## src/hw/ctsf_pkg.sv

```systemverilog
// Constants, types and register map of the transceiver status flag block
package ctsf_pkg;

  localparam int unsigned CLK_HZ              = 10_000_000;
  localparam int unsigned UV_FILTER_TIME_US   = 100;
  localparam int unsigned UV_FILTER_CYCLES    = (UV_FILTER_TIME_US * CLK_HZ) / 1_000_000;
  localparam int unsigned GO_TO_SLEEP_TIME_US = 50;
  localparam int unsigned GO_TO_SLEEP_CYCLES  = (GO_TO_SLEEP_TIME_US * CLK_HZ) / 1_000_000;
  localparam int unsigned CNT_W               = 12;
  localparam logic [CNT_W-1:0] UV_FILTER_LAST = CNT_W'(UV_FILTER_CYCLES - 1);
  localparam logic [CNT_W-1:0] GTS_LAST       = CNT_W'(GO_TO_SLEEP_CYCLES - 1);
  localparam logic [2:0] TXD_EDGES_TO_CLEAR   = 3'h4;

  localparam int unsigned ADDR_W              = 4;
  localparam logic [ADDR_W-1:0] CTRL_OFFSET   = 4'h0;
  localparam logic [ADDR_W-1:0] STATUS_OFFSET = 4'h4;
  localparam int unsigned CTRL_MASK_BIT       = 0;
  localparam logic CTRL_MASK_RESET            = 1'h0;

  localparam logic [1:0] RESP_OKAY            = 2'h0;
  localparam logic [1:0] RESP_SLVERR          = 2'h2;

  localparam int unsigned NUM_SUPPLIES        = 2;

  typedef enum logic [4:0] {
    MODE_NORMAL      = 5'h01,
    MODE_SILENT      = 5'h02,
    MODE_STANDBY     = 5'h04,
    MODE_GO_TO_SLEEP = 5'h08,
    MODE_SLEEP       = 5'h10
  } ctsf_mode_t;

  localparam ctsf_mode_t MODE_RESET = MODE_STANDBY;

  typedef struct packed {
    logic mask_change_flag;
    logic wake_source_local;
    logic wake_source_flag;
    logic wake_request_flag;
    logic cold_start_flag;
  } ctsf_flags_t;

  // Power-up is a cold start: local wake recorded with it
  localparam ctsf_flags_t FLAGS_RESET = 5'h0F;

endpackage : ctsf_pkg

```

## src/hw/ctsf_status_flags.sv

```systemverilog
// Status flag, mode and pin logic of the CAN transceiver with an AXI4-Lite view
//
// Summary of operation
// - A floating transmit-data input counts as recessive, never dominant.
// - In standby, go-to-sleep and sleep, receive-data is high once I/O supply valid, low on power-on or wake.
// - Shown flags are ORed onto fault_indicator_n; wake also pulls receive-data low.
// - Mode follows enable and standby_select_n; both read low when floating.
// - supply_control_out driven in all modes except sleep, released in sleep.
// - Local wake is either edge on the wake input.
// - cold_start_flag sets at power-up and on battery recovery from undervoltage.
// - cold_start_flag pulls fault low entering silent from standby or sleep; clears in normal.
// - A cold start also sets wake request and a local wake source.
// - With wake request set, standby drives fault and receive-data low.
// - Wake request sets on cold start in any mode, on wake only in standby, go-to-sleep, sleep; restarts undervoltage timers.
// - Wake request clears entering normal or on filtered supply undervoltage.
// - Go-to-sleep is blocked while wake request is set.
// - In normal, fault shows wake source: low local, high remote.
// - Wake source keeps the first source until it is cleared.
// - Wake source clears after four falling transmit edges, leaving normal, or undervoltage.
// - Mask change sets a flag shown in silent; clears entering other modes.
`timescale 1ns/10ps

module ctsf_status_flags
  import ctsf_pkg::*;
(
  input  wire logic              aclk,
  input  wire logic              aresetn,
  input  wire logic [ADDR_W-1:0] s_axi_awaddr,
  input  wire logic              s_axi_awvalid,
  output logic                   s_axi_awready,
  input  wire logic [31:0]       s_axi_wdata,
  input  wire logic [3:0]        s_axi_wstrb,
  input  wire logic              s_axi_wvalid,
  output logic                   s_axi_wready,
  output logic [1:0]             s_axi_bresp,
  output logic                   s_axi_bvalid,
  input  wire logic              s_axi_bready,
  input  wire logic [ADDR_W-1:0] s_axi_araddr,
  input  wire logic              s_axi_arvalid,
  output logic                   s_axi_arready,
  output logic [31:0]            s_axi_rdata,
  output logic [1:0]             s_axi_rresp,
  output logic                   s_axi_rvalid,
  input  wire logic              s_axi_rready,
  input  wire logic              txd,
  input  wire logic              txd_floating,
  input  wire logic              enable_select,
  input  wire logic              enable_floating,
  input  wire logic              standby_select_n,
  input  wire logic              standby_floating,
  input  wire logic              wake_in,
  input  wire logic              remote_wake,
  input  wire logic              bus_rx,
  input  wire logic              vio_valid,
  input  wire logic              vsup_uv,
  input  wire logic              vcc_uv,
  input  wire logic              vio_uv,
  output logic                   rxd,
  output logic                   fault_indicator_n,
  output logic                   supply_control_out,
  output logic                   supply_control_oe_n
);

  // Bus slave state
  logic              awready_q, wready_q, bvalid_q, arready_q, rvalid_q;
  logic              aw_full_q, w_full_q;
  logic [ADDR_W-1:0] awaddr_q;
  logic [31:0]       wdata_q;
  logic [3:0]        wstrb_q;
  logic [1:0]        bresp_q, rresp_q;
  logic [31:0]       rdata_q;
  logic              mask_q;

  // Core state
  ctsf_mode_t        mode_q, mode_d;
  ctsf_flags_t       flags_q, flags_d;
  logic              wake_prev_q, txd_prev_q, vsup_uv_prev_q, from_low_q;
  logic [2:0]        txd_edges_q;
  logic [CNT_W-1:0]  gts_cnt_q;
  logic [NUM_SUPPLIES-1:0] uv_in, uv_evt;
  logic [CNT_W-1:0]  uv_cnt_q [NUM_SUPPLIES];
  logic              rxd_q, fault_n_q, inh_q, inh_oe_n_q;

  logic txd_eff, en_eff, stb_n_eff;
  logic do_write, mask_changed, local_evt, wake_evt, cold_evt, low_power_mode;
  logic mode_change, wr_set, wr_clr, ws_set, ws_clr, mc_set, mc_clr, uv_any, txd_fall;

  assign txd_eff   = txd | txd_floating;
  assign en_eff    = enable_select & ~enable_floating;
  assign stb_n_eff = standby_select_n & ~standby_floating;

  // ---------------- AXI4-Lite slave ----------------
  assign do_write     = aw_full_q & w_full_q & ~bvalid_q;
  assign mask_changed = do_write & (awaddr_q == CTRL_OFFSET) & wstrb_q[0]
                        & (wdata_q[CTRL_MASK_BIT] != mask_q);

  always_ff @(posedge aclk) begin
    if (!aresetn) begin
      awready_q <= 1'b0;
      wready_q  <= 1'b0;
      aw_full_q <= 1'b0;
      w_full_q  <= 1'b0;
      awaddr_q  <= '0;
      wdata_q   <= '0;
      wstrb_q   <= '0;
      bvalid_q  <= 1'b0;
      bresp_q   <= RESP_OKAY;
    end else begin
      if (!aw_full_q && !bvalid_q && !awready_q) begin
        awready_q <= 1'b1;
      end else if (s_axi_awvalid && awready_q) begin
        awready_q <= 1'b0;
        aw_full_q <= 1'b1;
        awaddr_q  <= s_axi_awaddr;
      end
      if (!w_full_q && !bvalid_q && !wready_q) begin
        wready_q <= 1'b1;
      end else if (s_axi_wvalid && wready_q) begin
        wready_q <= 1'b0;
        w_full_q <= 1'b1;
        wdata_q  <= s_axi_wdata;
        wstrb_q  <= s_axi_wstrb;
      end
      if (do_write) begin
        aw_full_q <= 1'b0;
        w_full_q  <= 1'b0;
        bvalid_q  <= 1'b1;
        if (awaddr_q == CTRL_OFFSET) begin
          bresp_q <= RESP_OKAY;
        end else if (awaddr_q == STATUS_OFFSET) begin
          bresp_q <= RESP_OKAY;
        end else begin
          bresp_q <= RESP_SLVERR;
        end
      end else if (bvalid_q && s_axi_bready) begin
        bvalid_q <= 1'b0;
      end
    end
  end

  always_ff @(posedge aclk) begin
    if (!aresetn) begin
      mask_q <= CTRL_MASK_RESET;
    end else if (do_write && awaddr_q == CTRL_OFFSET && wstrb_q[0]) begin
      mask_q <= wdata_q[CTRL_MASK_BIT];
    end
  end

  always_ff @(posedge aclk) begin
    if (!aresetn) begin
      arready_q <= 1'b0;
      rvalid_q  <= 1'b0;
      rdata_q   <= '0;
      rresp_q   <= RESP_OKAY;
    end else begin
      if (!rvalid_q && !arready_q) begin
        arready_q <= 1'b1;
      end else if (s_axi_arvalid && arready_q) begin
        arready_q <= 1'b0;
        rvalid_q  <= 1'b1;
        if (s_axi_araddr == CTRL_OFFSET) begin
          rdata_q <= {31'h0, mask_q};
          rresp_q <= RESP_OKAY;
        end else if (s_axi_araddr == STATUS_OFFSET) begin
          rdata_q <= {19'h0, mode_q, 3'h0, flags_q};
          rresp_q <= RESP_OKAY;
        end else begin
          rdata_q <= '0;
          rresp_q <= RESP_SLVERR;
        end
      end else if (rvalid_q && s_axi_rready) begin
        rvalid_q <= 1'b0;
      end
    end
  end

  // ---------------- Events ----------------
  assign low_power_mode = (mode_q == MODE_STANDBY) || (mode_q == MODE_GO_TO_SLEEP)
                          || (mode_q == MODE_SLEEP);
  assign local_evt = wake_in ^ wake_prev_q;
  assign wake_evt  = (local_evt | remote_wake) & low_power_mode;
  assign cold_evt  = vsup_uv_prev_q & ~vsup_uv;
  assign wr_set    = cold_evt | wake_evt;
  assign uv_in     = {vio_uv, vcc_uv};
  assign uv_any    = |uv_evt;
  assign txd_fall  = txd_prev_q & ~txd_eff;

  always_ff @(posedge aclk) begin
    if (!aresetn) begin
      wake_prev_q    <= 1'b0;
      txd_prev_q     <= 1'b1;
      vsup_uv_prev_q <= 1'b0;
    end else begin
      wake_prev_q    <= wake_in;
      txd_prev_q     <= txd_eff;
      vsup_uv_prev_q <= vsup_uv;
    end
  end

  // Undervoltage filters, restarted by a new wake request
  for (genvar i = 0; i < NUM_SUPPLIES; i++) begin : g_uv
    always_ff @(posedge aclk) begin
      if (!aresetn) begin
        uv_cnt_q[i] <= '0;
      end else if (!uv_in[i] || wr_set) begin
        uv_cnt_q[i] <= '0;
      end else if (uv_cnt_q[i] != UV_FILTER_LAST) begin
        uv_cnt_q[i] <= uv_cnt_q[i] + CNT_W'(1);
      end
    end
    assign uv_evt[i] = uv_in[i] && !wr_set && (uv_cnt_q[i] == UV_FILTER_LAST - CNT_W'(1));
  end

  // ---------------- Mode selection ----------------
  always_comb begin
    mode_d = mode_q;
    if (mode_q == MODE_SLEEP && flags_q.wake_request_flag) begin
      mode_d = MODE_STANDBY;
    end else if (stb_n_eff && en_eff) begin
      mode_d = MODE_NORMAL;
    end else if (stb_n_eff) begin
      mode_d = MODE_SILENT;
    end else if (!en_eff) begin
      if (mode_q != MODE_SLEEP) begin
        mode_d = MODE_STANDBY;
      end
    end else if (mode_q == MODE_GO_TO_SLEEP) begin
      if (flags_q.wake_request_flag) begin
        mode_d = MODE_STANDBY;
      end else if (gts_cnt_q == GTS_LAST) begin
        mode_d = MODE_SLEEP;
      end
    end else if (mode_q != MODE_SLEEP && !flags_q.wake_request_flag) begin
      mode_d = MODE_GO_TO_SLEEP;
    end else if (mode_q != MODE_SLEEP) begin
      mode_d = MODE_STANDBY;
    end
  end

  assign mode_change = mode_d != mode_q;

  always_ff @(posedge aclk) begin
    if (!aresetn) begin
      mode_q <= MODE_RESET;
    end else begin
      mode_q <= mode_d;
    end
  end

  always_ff @(posedge aclk) begin
    if (!aresetn) begin
      gts_cnt_q <= '0;
    end else if (mode_q != MODE_GO_TO_SLEEP || mode_change) begin
      gts_cnt_q <= '0;
    end else if (gts_cnt_q != GTS_LAST) begin
      gts_cnt_q <= gts_cnt_q + CNT_W'(1);
    end
  end

  // Silent entered from standby or sleep
  always_ff @(posedge aclk) begin
    if (!aresetn) begin
      from_low_q <= 1'b0;
    end else if (mode_change && mode_d == MODE_SILENT) begin
      from_low_q <= (mode_q == MODE_STANDBY) || (mode_q == MODE_SLEEP);
    end else if (mode_d != MODE_SILENT) begin
      from_low_q <= 1'b0;
    end
  end

  // ---------------- Flags ----------------
  assign wr_clr = (mode_change && mode_d == MODE_NORMAL) || uv_any;
  assign ws_clr = (mode_q == MODE_NORMAL && txd_fall && txd_edges_q == TXD_EDGES_TO_CLEAR - 3'h1)
                  || (mode_change && mode_q == MODE_NORMAL) || uv_any;
  assign ws_set = wr_set && (!flags_q.wake_source_flag || ws_clr);
  assign mc_set = mask_changed;
  assign mc_clr = mode_change && mode_d != MODE_SILENT;

  always_comb begin
    flags_d = flags_q;
    // Hardware set wins over any clear in the same cycle
    flags_d.cold_start_flag   = cold_evt
                                | (flags_q.cold_start_flag
                                   & ~(mode_change && mode_d == MODE_NORMAL));
    flags_d.wake_request_flag = wr_set | (flags_q.wake_request_flag & ~wr_clr);
    flags_d.wake_source_flag  = ws_set | (flags_q.wake_source_flag & ~ws_clr);
    if (ws_set) begin
      flags_d.wake_source_local = cold_evt | local_evt;
    end else if (ws_clr) begin
      flags_d.wake_source_local = 1'b0;
    end
    flags_d.mask_change_flag  = mc_set | (flags_q.mask_change_flag & ~mc_clr);
  end

  always_ff @(posedge aclk) begin
    if (!aresetn) begin
      flags_q <= FLAGS_RESET;
    end else begin
      flags_q <= flags_d;
    end
  end

  always_ff @(posedge aclk) begin
    if (!aresetn) begin
      txd_edges_q <= '0;
    end else if (mode_q != MODE_NORMAL || ws_clr) begin
      txd_edges_q <= '0;
    end else if (txd_fall) begin
      txd_edges_q <= txd_edges_q + 3'h1;
    end
  end

  // ---------------- Pin outputs ----------------
  always_ff @(posedge aclk) begin
    if (!aresetn) begin
      fault_n_q <= 1'b1;
    end else begin
      // Any flag needing a low indication wins
      fault_n_q <= ~(
          (mode_q == MODE_SILENT && from_low_q && flags_q.cold_start_flag)
        | (mode_q == MODE_SILENT && flags_q.mask_change_flag)
        | (mode_q == MODE_STANDBY && flags_q.wake_request_flag)
        | (mode_q == MODE_NORMAL && flags_q.wake_source_flag
           && flags_q.wake_source_local));
    end
  end

  always_ff @(posedge aclk) begin
    if (!aresetn) begin
      rxd_q <= 1'b0;
    end else if (!vio_valid) begin
      rxd_q <= 1'b0;
    end else if (low_power_mode && flags_q.wake_request_flag) begin
      rxd_q <= 1'b0;
    end else if (mode_q == MODE_NORMAL || mode_q == MODE_SILENT) begin
      rxd_q <= bus_rx;
    end else begin
      rxd_q <= 1'b1;
    end
  end

  always_ff @(posedge aclk) begin
    if (!aresetn) begin
      inh_q      <= 1'b1;
      inh_oe_n_q <= 1'b0;
    end else begin
      inh_q      <= mode_q != MODE_SLEEP;
      inh_oe_n_q <= mode_q == MODE_SLEEP;
    end
  end

  assign s_axi_awready       = awready_q;
  assign s_axi_wready        = wready_q;
  assign s_axi_bvalid        = bvalid_q;
  assign s_axi_bresp         = bresp_q;
  assign s_axi_arready       = arready_q;
  assign s_axi_rvalid        = rvalid_q;
  assign s_axi_rdata         = rdata_q;
  assign s_axi_rresp         = rresp_q;
  assign rxd                 = rxd_q;
  assign fault_indicator_n   = fault_n_q;
  assign supply_control_out  = inh_q;
  assign supply_control_oe_n = inh_oe_n_q;

endmodule : ctsf_status_flags

```

## config.mk

```make
export PLATFORM = sky130hd
export DESIGN_NAME = ctsf_status_flags
export DESIGN_NICKNAME = d
export VERILOG_FILES = /design/src/hw/ctsf_pkg.sv /design/src/hw/ctsf_status_flags.sv
export SDC_FILE = /design/constraint.sdc
export NUM_CORES = 1
export LEC_CHECK = 0
export BUFFER_PORTS_ARGS = -buffer_cell sky130_fd_sc_hd__buf_2
export CORE_ASPECT_RATIO = 1.1
export CORE_UTILIZATION = 35
export DETAILED_ROUTE_END_ITERATION = 12
export SLEW_MARGIN = 15
export SYNTH_ARGS = -nofsm -noshare
export SYNTH_HDL_FRONTEND = slang
export SYNTH_SLANG_ARGS = --single-unit
```

## constraint.sdc

```tcl
create_clock -name aclk -period 5.4 [get_ports aclk]
set_clock_uncertainty 0.2 [all_clocks]
set_input_delay 1.08 -clock aclk [delete_from_list [all_inputs] [get_ports aclk]]
set_output_delay 1.08 -clock aclk [all_outputs]
set_load 0.02 [all_outputs]
```

# Word level (Yosys, flattened, before mapping)
# Memory sizes are Yosys's and may differ from the RTL's.
# Index checks and enable logic that the tools add are counted.
[op_classes] eq_ne=22 addsub=4 n_mux=49 n_reduce_logical=75 n_bitwise=45
[ops] operator="$mux W12" n=4
[ops] operator="$mux W5" n=9
[ops] operator="$add A12 B1 Y12 const B" n=3
[ops] operator="$logic_and A1 B1 Y1" n=33
[ops] operator="$mux W1" n=30
[ops] operator="$mux W13" n=2
[ops] operator="$eq A12 B10 Y1 const B" n=2
[ops] operator="$ne A12 B10 Y1 const B" n=2
[ops] operator="$not A1 Y1" n=15
[ops] operator="$or A1 B1 Y1" n=15
[ops] operator="$and A1 B1 Y1" n=14
[ops] operator="$reduce_bool A2 Y1" n=7
[ops] operator="$eq A12 B9 Y1 const B" n=1
[ops] operator="$logic_not A1 Y1" n=12
[ops] operator="$logic_or A1 B1 Y1" n=12
[ops] operator="$ne A12 B9 Y1 const B" n=1
[ops] operator="$eq A5 B1 Y1 const B" n=2
[ops] operator="$eq A5 B2 Y1 const B" n=2
[ops] operator="$eq A4 B3 Y1 const B" n=2
[ops] operator="$logic_not A4 Y1" n=2
[ops] operator="$mux W2" n=4
[ops] operator="$reduce_and A2 Y1" n=4
[ops] operator="$reduce_or A2 Y1" n=4
[ops] operator="$eq A5 B3 Y1 const B" n=1
[ops] operator="12 further kinds" n=12
[word_totals] mem_count=1 output_inout_bits=45 in_bits=64 ramBits=24 word_cells=226 regBits=83
[mem_list] name="uv_cnt_q" depth=2 word_bits=12 rd=2 rd_clocked_by_memory_dff=0 wr=2 line_no="ctsf_status_flags.sv:81" text="logic [CNT_W-1:0] uv_cnt_q [NUM_SUPPLIES];"

# Depth between registers and ports, before layout
# Gate-level depths: netlist of the first run.
[logic_depth] word_depth=15 ltp_mapped=9 ltp_nobuf=8

# Worst setup path before layout of the first run
# OpenSTA, ideal clock, no wires.
[synth_path] path_kind="input-to-reg" startpoint="in enable_select" endpoint="reg from_low_q" slack_ns=2.557 setup_time_ns=0.070 stages=7 arrival_time_ns=2.573 required_ns=5.130 path_buffers=0 path_cell_list="nor2b_1 -> nand3_1 -> o221a_2 -> o221ai_2 -> nor2_4 -> or3_1 -> a21boi_1"
[synth_between] elab_chain_len=8 word_cells_on_any_way=12 cone_classes="eq/ne: 3; mux: 5; bitwise: 1; reduce/logical: 3"
[synth_lines] item="start, declared" line_no="ctsf_status_flags.sv:47" text="input wire logic enable_select,"
[synth_lines] item="$and A1 B1 Y1 (*)" line_no="ctsf_status_flags.sv:89" text="assign en_eff = enable_select & ~enable_floating;"
[synth_lines] item="$mux W5" line_no="ctsf_status_flags.sv:223" text="end else if (!en_eff) begin"
[synth_lines] item="$mux W5" line_no="ctsf_status_flags.sv:221" text="end else if (stb_n_eff) begin"
[synth_lines] item="$mux W5 (*)" line_no="ctsf_status_flags.sv:219" text="end else if (stb_n_eff && en_eff) begin"
[synth_lines] item="$mux W5 (*)" line_no="ctsf_status_flags.sv:217" text="if (mode_q == MODE_SLEEP && flags_q.wake_request_flag) begin"
[synth_lines] item="$ne A5 B5 Y1 / $eq A5 B2 Y1 (equally long branches)" line_no="ctsf_status_flags.sv:240, ctsf_status_flags.sv:264"
[synth_lines] item="$logic_and A1 B1 Y1" line_no="ctsf_status_flags.sv:264" text="end else if (mode_change && mode_d == MODE_SILENT) begin"
[synth_lines] item="$mux W1 / $reduce_bool A2 Y1 (equally long branches)"
[synth_lines] item="end signal, assigned" line_no="ctsf_status_flags.sv:265" text="from_low_q <= (mode_q == MODE_STANDBY) || (mode_q == MODE_SLEEP);"
[synth_lines] item="end, declared" line_no="ctsf_status_flags.sv:77" text="logic wake_prev_q, txd_prev_q, vsup_uv_prev_q, from_low_q;"
# Every way passes the cells marked *; elsewhere a longest branch is shown, timed or not.
# A chain may end at the register's enable or synchronous reset.

# Worst setup path after layout of the first run
# Same ends and word-level chain as after synthesis.

==> impl_metrics.json, run 1 <==
{
  "status": "finished, final reports clean",
  "min_period_over_period_pct": 53.64,
  "fp.coreArea_sq_um": 11010,
  "place_area_sq_um": 4277,
  "cts.sink_count": 83,
  "relSlewSlack_pct": 34.53,
  "synth.top_cell.area_share_pct": 29.50,
  "wl_mm": 7.681,
  "crit_slowest_cell": "nor2b_1",
  "hold_viol_final": 0,
  "worst_pin_slew_ps": 974.5,
  "die_y_um": 114.2,
  "grt_pass1_vias": 2738,
  "critical-path-max-stage-delay_ps": 410,
  "synthTopCellsByArea": "dfxtp_1, edfxtp_1, nor2_1",
  "fp-row-count": 40,
  "drv_slew": 0,
  "seqPwrFrac_pct": 49.8,
  "ys_seq_area_share_pct": 47.50,
  "fin_crit_ps": 2896,
  "initial_core_util_pct": 36.36,
  "grt_pass1_wl_mm": 12.64,
  "r2r_start": "mode_q[2]",
  "synth_edf_count": 24,
  "syn2layout_area_growth_pct": 13.87,
  "hold-worst-slack_ps": 247.6,
  "grt_start_max_net_pins": 20,
  "p_comb_share_pct": 7.2,
  "drc": 0,
  "wl_per_cell_um": 12.19,
  "critPathMaxFanout": 7,
  "hp-start": "from_low_q",
  "ios": 109,
  "maxClockFrequency_mhz": 345.3,
  "required_ps": 5460,
  "clock_path_buffers": 2,
  "hold_path_depth": 2,
  "gp_congestion": 0.7969,
  "cts_hold_buf": 0,
  "drt.antenna.violating_nets": 0,
  "root_buffer": "clkbuf_16",
  "dieArea_sq_um": 11870,
  "intPower_mw": 1.022,
  "path_cells": "buf_2 > nor2b_1 > nand3_1 > o221a_2 > o221ai_2 > nor2_4 > or3_1 > a21boi_1",
  "whs_endpoint": "from_low_q",
  "cp-start-kind": "primary input",
  "max_cap_viol_count": 0,
  "clkPwrFrac_pct": 43.0,
  "final_util_pct": 41.41,
  "arrival_ps": 2960,
  "worstSetupEndpointType": "flip-flop",
  "yosysWarnings": 0,
  "leakage_nw": 1.777,
  "fin_cells": 630,
  "first_iter_violations": 111,
  "yosys.cell_types.count": 57,
  "ys_seq_elements": 83,
  "clk_pin_slew_worst_paths_ps": 60,
  "cts_buffers": 9,
  "final_common_cell": "nor2_1",
  "mostFrequentLayoutCells": "nor2_1, dfxtp_1, buf_2",
  "die_w_um": 104.0,
  "antenna_found_initial": 0,
  "htreeDepth": 3,
  "reg2reg_to": "uv_cnt_q[0][3]",
  "setup_viol": 0,
  "cts-resized-gates": 0,
  "p_switching_mw": 0.3103,
  "synth_area_per_cell_sq_um": 9.290,
  "drive_gt1_share_pct": 15.94,
  "nNetsFinal": 549,
  "synth_top_cell_by_area": "dfxtp_1",
  "min_path_type": "flip-flop to flip-flop",
  "grt_overflow_total": 0,
  "vias": 3007,
  "r2r_slack_ps": 2720,
  "post-dp-hpwl_mm": 5.733,
  "design_area_sq_um": 4559,
  "post-cts-setup-buffers": 0,
  "first_pass_iters": 4,
  "viasPerCell": 4.773,
  "synthFlopType": "dfxtp_1",
  "power_density_nw_per_um2": 292.2,
  "syn_inst": 431,
  "async_flop_share_pct": 0,
  "p_sw_share_pct": 23.30,
  "ir_worst_vdd_uv": 138.6,
  "netlist_area_sq_um": 4004,
  "dp.cells": 614,
  "clk_latency_ps": 330,
  "r2r_cells": 5,
  "rsz0062_at_grt": "false",
  "setup_tns_ps": 0,
  "cts_tree": "built",
  "port-buffer-count": 50,
  "worstSetupPathType": "primary input to flip-flop",
  "diodes": 0,
  "track_usage_pct": 13.23
}
## state kept, by name, indices dropped and copies added (netlist names), 3 cells and up
name	count
flags_q	5
s_axi_rdata	10
uv_cnt_q	24
gts_cnt_q	12
txd_edges_q	3
mode_q	5
awaddr_q	4
## critical path: cells and delay by family
family          cells  cell delay, ps
simple gates        4            1060
buf+inv             1              90
compound gates      3             730
## routing by layer
metal	track usage, %	wire (um)
met5	0	0
met4	5.524	144
met3	3.187	297
met1	16.57	3654
met2	21.91	3584
## logic make-up after synthesis
kind of cell | after synthesis | share of synthesized area, %
AO/OA/AOI/OAI | 57 | 10.03
other | 1 | 0.09366
flip-flops | 83 | 47.50
XOR/XNOR | 35 | 7.656
adder cells (fa/ha/maj) | 7 | 2.187
multiplexers | 5 | 1.281
buffers and inverters | 49 | 7.312
AND/OR/NAND/NOR | 194 | 23.94
## metrics by stage
step	worst slack (ps)	power, mW
6_report	2504	1.332
2_1_floorplan	2557	0.7567
3_5_place_dp	2177	0.7728
5_1_grt	2381	1.388
3_3_place_gp	2227	0.7702
4_1_cts	2529	1.350
## synth_stat cells, drive strengths merged, types with 2 or more instances
cell    instances
nor2           68
or3             2
nand3b          4
edfxtp         24
and4            2
clkbuf          7
nor3           10
a31oi           2
nand3          26
xnor2          14
and3            6
nor2b           5
xor2           21
a22o            9
nand2          40
and2            3
mux2i           4
buf            30
ha              7
o22ai           2
a211oi          2
nand4           5
a21oi          20
o21a            2
nor4            8
dfxtp          59
o21ai           6
inv            12
o32ai           2
nand2b         10
a21boi          2
## how the worst max path moves through the flow
stage | depth (start not counted) | slack [ps] | endpoint | from
global route | 8 | 2380 | from_low_q | enable_select
global placement | 8 | 2230 | from_low_q | enable_select
CTS | 8 | 2530 | from_low_q | enable_select
finish | 8 | 2500 | from_low_q | enable_select
detailed placement | 8 | 2180 | from_low_q | enable_select
floorplan | 7 | 2560 | from_low_q | enable_select
## power groups by stage
stage	Clock, mW	Sequential (mW)	Combinational [mW]
floorplan	0	0.678	0.0790
global placement	0	0.676	0.0940
detailed placement	0	0.677	0.0960
CTS	0.591	0.663	0.0961
global route	0.616	0.665	0.107
finish	0.573	0.663	0.0959
## final cells by class
type / instances / area (sq um)
clock inverter: 4 / 25.02
timing repair buffer: 50 / 250.2
inverter: 12 / 45.04
tap: 147 / 183.9
sequential: 83 / 1902
fill: 1099 / 6451
clock buffer: 12 / 257.7
multi-input combinational: 322 / 1896
(Power assumes the default switching activity.)
==> inputs of run 2 (changes only) <==
- clock period: 5.4 -> 2.5 ns (I/O delays scaled with it)
==> run 2 against run 1 <==
  * Via count rose by 3.8%
  * Clock-buffer cell count is 1 lower
  * Total power rose by 140%
  * Core utilization increased by 2.9 points
  * Setup slack lost 2400 ps
  * Critical path depth stayed put
  * Critical endpoint unchanged
  * Largest cell class is now multi-input combinational cells
  * Largest power group is now clock
  * Highest routed layer unchanged
==> impl_metrics.json, run 2 (same netlist as run 1, synthesis figures left out) <==
{
  "met2_usage_pct": 21.87,
  "r2r_start": "gts_cnt_q[10]",
  "max_cap_viol_count": 0,
  "wl_per_cell_um": 12.32,
  "setup_tns_ps": 0,
  "fin_crit_ps": 2445,
  "startpoint": "gts_cnt_q[10]",
  "first_iter_violations": 68,
  "setup_viol": 0,
  "worstSetupEndpointType": "flip-flop",
  "ir_worst_vdd_uv": 389.9,
  "cts_hold_buf": 0,
  "drt.antenna.violating_nets": 0,
  "endpoint": "from_low_q",
  "cts_tree": "built",
  "worstSetupPathType": "flip-flop to flip-flop",
  "maxClockFrequency_mhz": 408.9,
  "rsz0062_at_grt": "true",
  "fp-row-count": 40,
  "reg2reg_to": "from_low_q",
  "leakage_nw": 1.941,
  "status": "finished, final reports clean",
  "syn2layout_area_growth_pct": 21.91,
  "clock_path_buffers": 2,
  "arrival_ps": 2510,
  "htreeDepth": 3,
  "port-buffer-count": 50,
  "relSlewSlack_pct": 57.83,
  "critPathMaxFanout": 3,
  "drv_slew": 0,
  "mostFrequentLayoutCells": "nor2_1, dfxtp_1, buf_2",
  "cts.sink_count": 83,
  "min_path_type": "primary input to flip-flop",
  "cts_buffers": 9,
  "power_density_nw_per_um2": 648.9,
  "root_buffer": "clkbuf_16",
  "setup_slack_ps": 54.70,
  "initial_core_util_pct": 36.36,
  "hold_viol_final": 0,
  "drc": 0,
  "fp.coreArea_sq_um": 11010,
  "worst_pin_slew_ps": 626.8,
  "busiest_layer": "met2",
  "nNetsFinal": 574,
  "largest_register": "uv_cnt_q",
  "r2r_cells": 8,
  "diodes": 0,
  "dieArea_sq_um": 11870,
  "viasPerCell": 4.766,
  "largest_register_ffs": 24,
  "clk_pin_slew_worst_paths_ps": 60,
  "min_period_over_period_pct": 97.81,
  "post-dp-hpwl_mm": 5.900,
  "grt_start_max_net_pins": 20,
  "r2r_slack_ps": 50,
  "grt_overflow_total": 0,
  "gp_congestion": 0.8168,
  "antenna_found_initial": 0,
  "final_common_cell": "nor2_1",
  "grtUsageMet3_pct": 2.334,
  "track_usage_pct": 13.36,
  "dpl_worst_slack_ps": 16.57,
  "grt_use_met1_pct": 17.17,
  "n_fill_cell": 1096,
  "grt_pass1_wl_mm": 12.81,
  "cp-start-kind": "flip-flop",
  "die_y_um": 114.2,
  "die_w_um": 104.0,
  "vias": 3122,
  "clk_latency_ps": 330,
  "grt_pass1_vias": 2772,
  "ios": 109,
  "required_ps": 2570,
  "drive_gt1_share_pct": 22.05,
  "wl_mm": 8.067,
  "first_pass_iters": 6
}
-- run 2: changes by cell type in the layout (fill, tap and decap cells not counted), sizes merged --
cell,delta
nand3,+1
bufinv,+2
clkinvlp,-2
clkinv,+1
clkbuf,-1
buf,+24
-- run 2: power by group --
part / internal [mW] / total [mW] / switching [mW]
Combinational: 0.0944 / 0.244 / 0.150
Clock: 0.964 / 1.49 / 0.530
Sequential: 1.40 / 1.43 / 0.0246
Total: 2.46 / 3.17 / 0.704
-- run 2: worst max-delay path, cell delays in order, from the launching register on --
cell and delay (ps):
dfxtp_2 330, or4_4 550, nor4_4 340, a21oi_2 110, o221ai_4 230, nor2_4 80, buf_6 130, or3_1 300
a21boi_1 120
-- run 2: worst min-delay path by stage --
| stage | start | to | slack, ps | cells past startpoint |
|---|---|---|---|---|
| after global placement | from_low_q | from_low_q | 240 | 2 |
| after global routing | vsup_uv | vsup_uv_prev_q | 170 | 2 |
| after CTS | vsup_uv | vsup_uv_prev_q | 170 | 2 |
| after detailed placement | from_low_q | from_low_q | 250 | 2 |
| after floorplan | from_low_q | from_low_q | 230 | 2 |
| final | txd | txd_prev_q | 170 | 3 |
-- run 2: metal layers --
layer / up-vias / part of all wire, %
met4: 0 / 1.4
met2: 57 / 49
li1: 1595 / -
met3: 10 / 3.1
met5: - / 0
met1: 1460 / 47
-- run 2: timing repair --
action / 4_1_cts / 5_1_grt
pin swaps: 0 / 11
buffers inserted: 0 / 6
setup endpoints to repair: 1 / 13
resized for setup: 1 / 14
hold endpoints to repair: 0 / 0
cloned: 0 / 1
-- run 2: area by class of cell --
class	instances	area, sq um	area share (%)
Inverter	12	45.04	0.9228
Timing Repair Buffer	74	434.2	8.895
Clock inverter	5	82.58	1.692
Tap cell	147	183.9	3.768
Sequential cell	83	1908	39.09
Multi-Input combinational cell	323	1963	40.22
Clock buffer	11	264.0	5.409
-- run 2: per-stage QoR --
stage / util, % / hold slack [ps] / instances / cell area [sq um] / total power, mW
2_1_floorplan: - / 231.1 / 454 / 4090 / 1.635
3_3_place_gp: 40.07 / 240.2 / 632 / 4412 / 1.678
3_5_place_dp: 40.07 / 245.2 / 632 / 4412 / 1.683
4_1_cts: 43.28 / 169.4 / 648 / 4766 / 3.181
5_1_grt: 44.33 / 173.4 / 655 / 4881 / 3.279
6_report: 44.33 / 173.7 / 655 / 4881 / 3.167
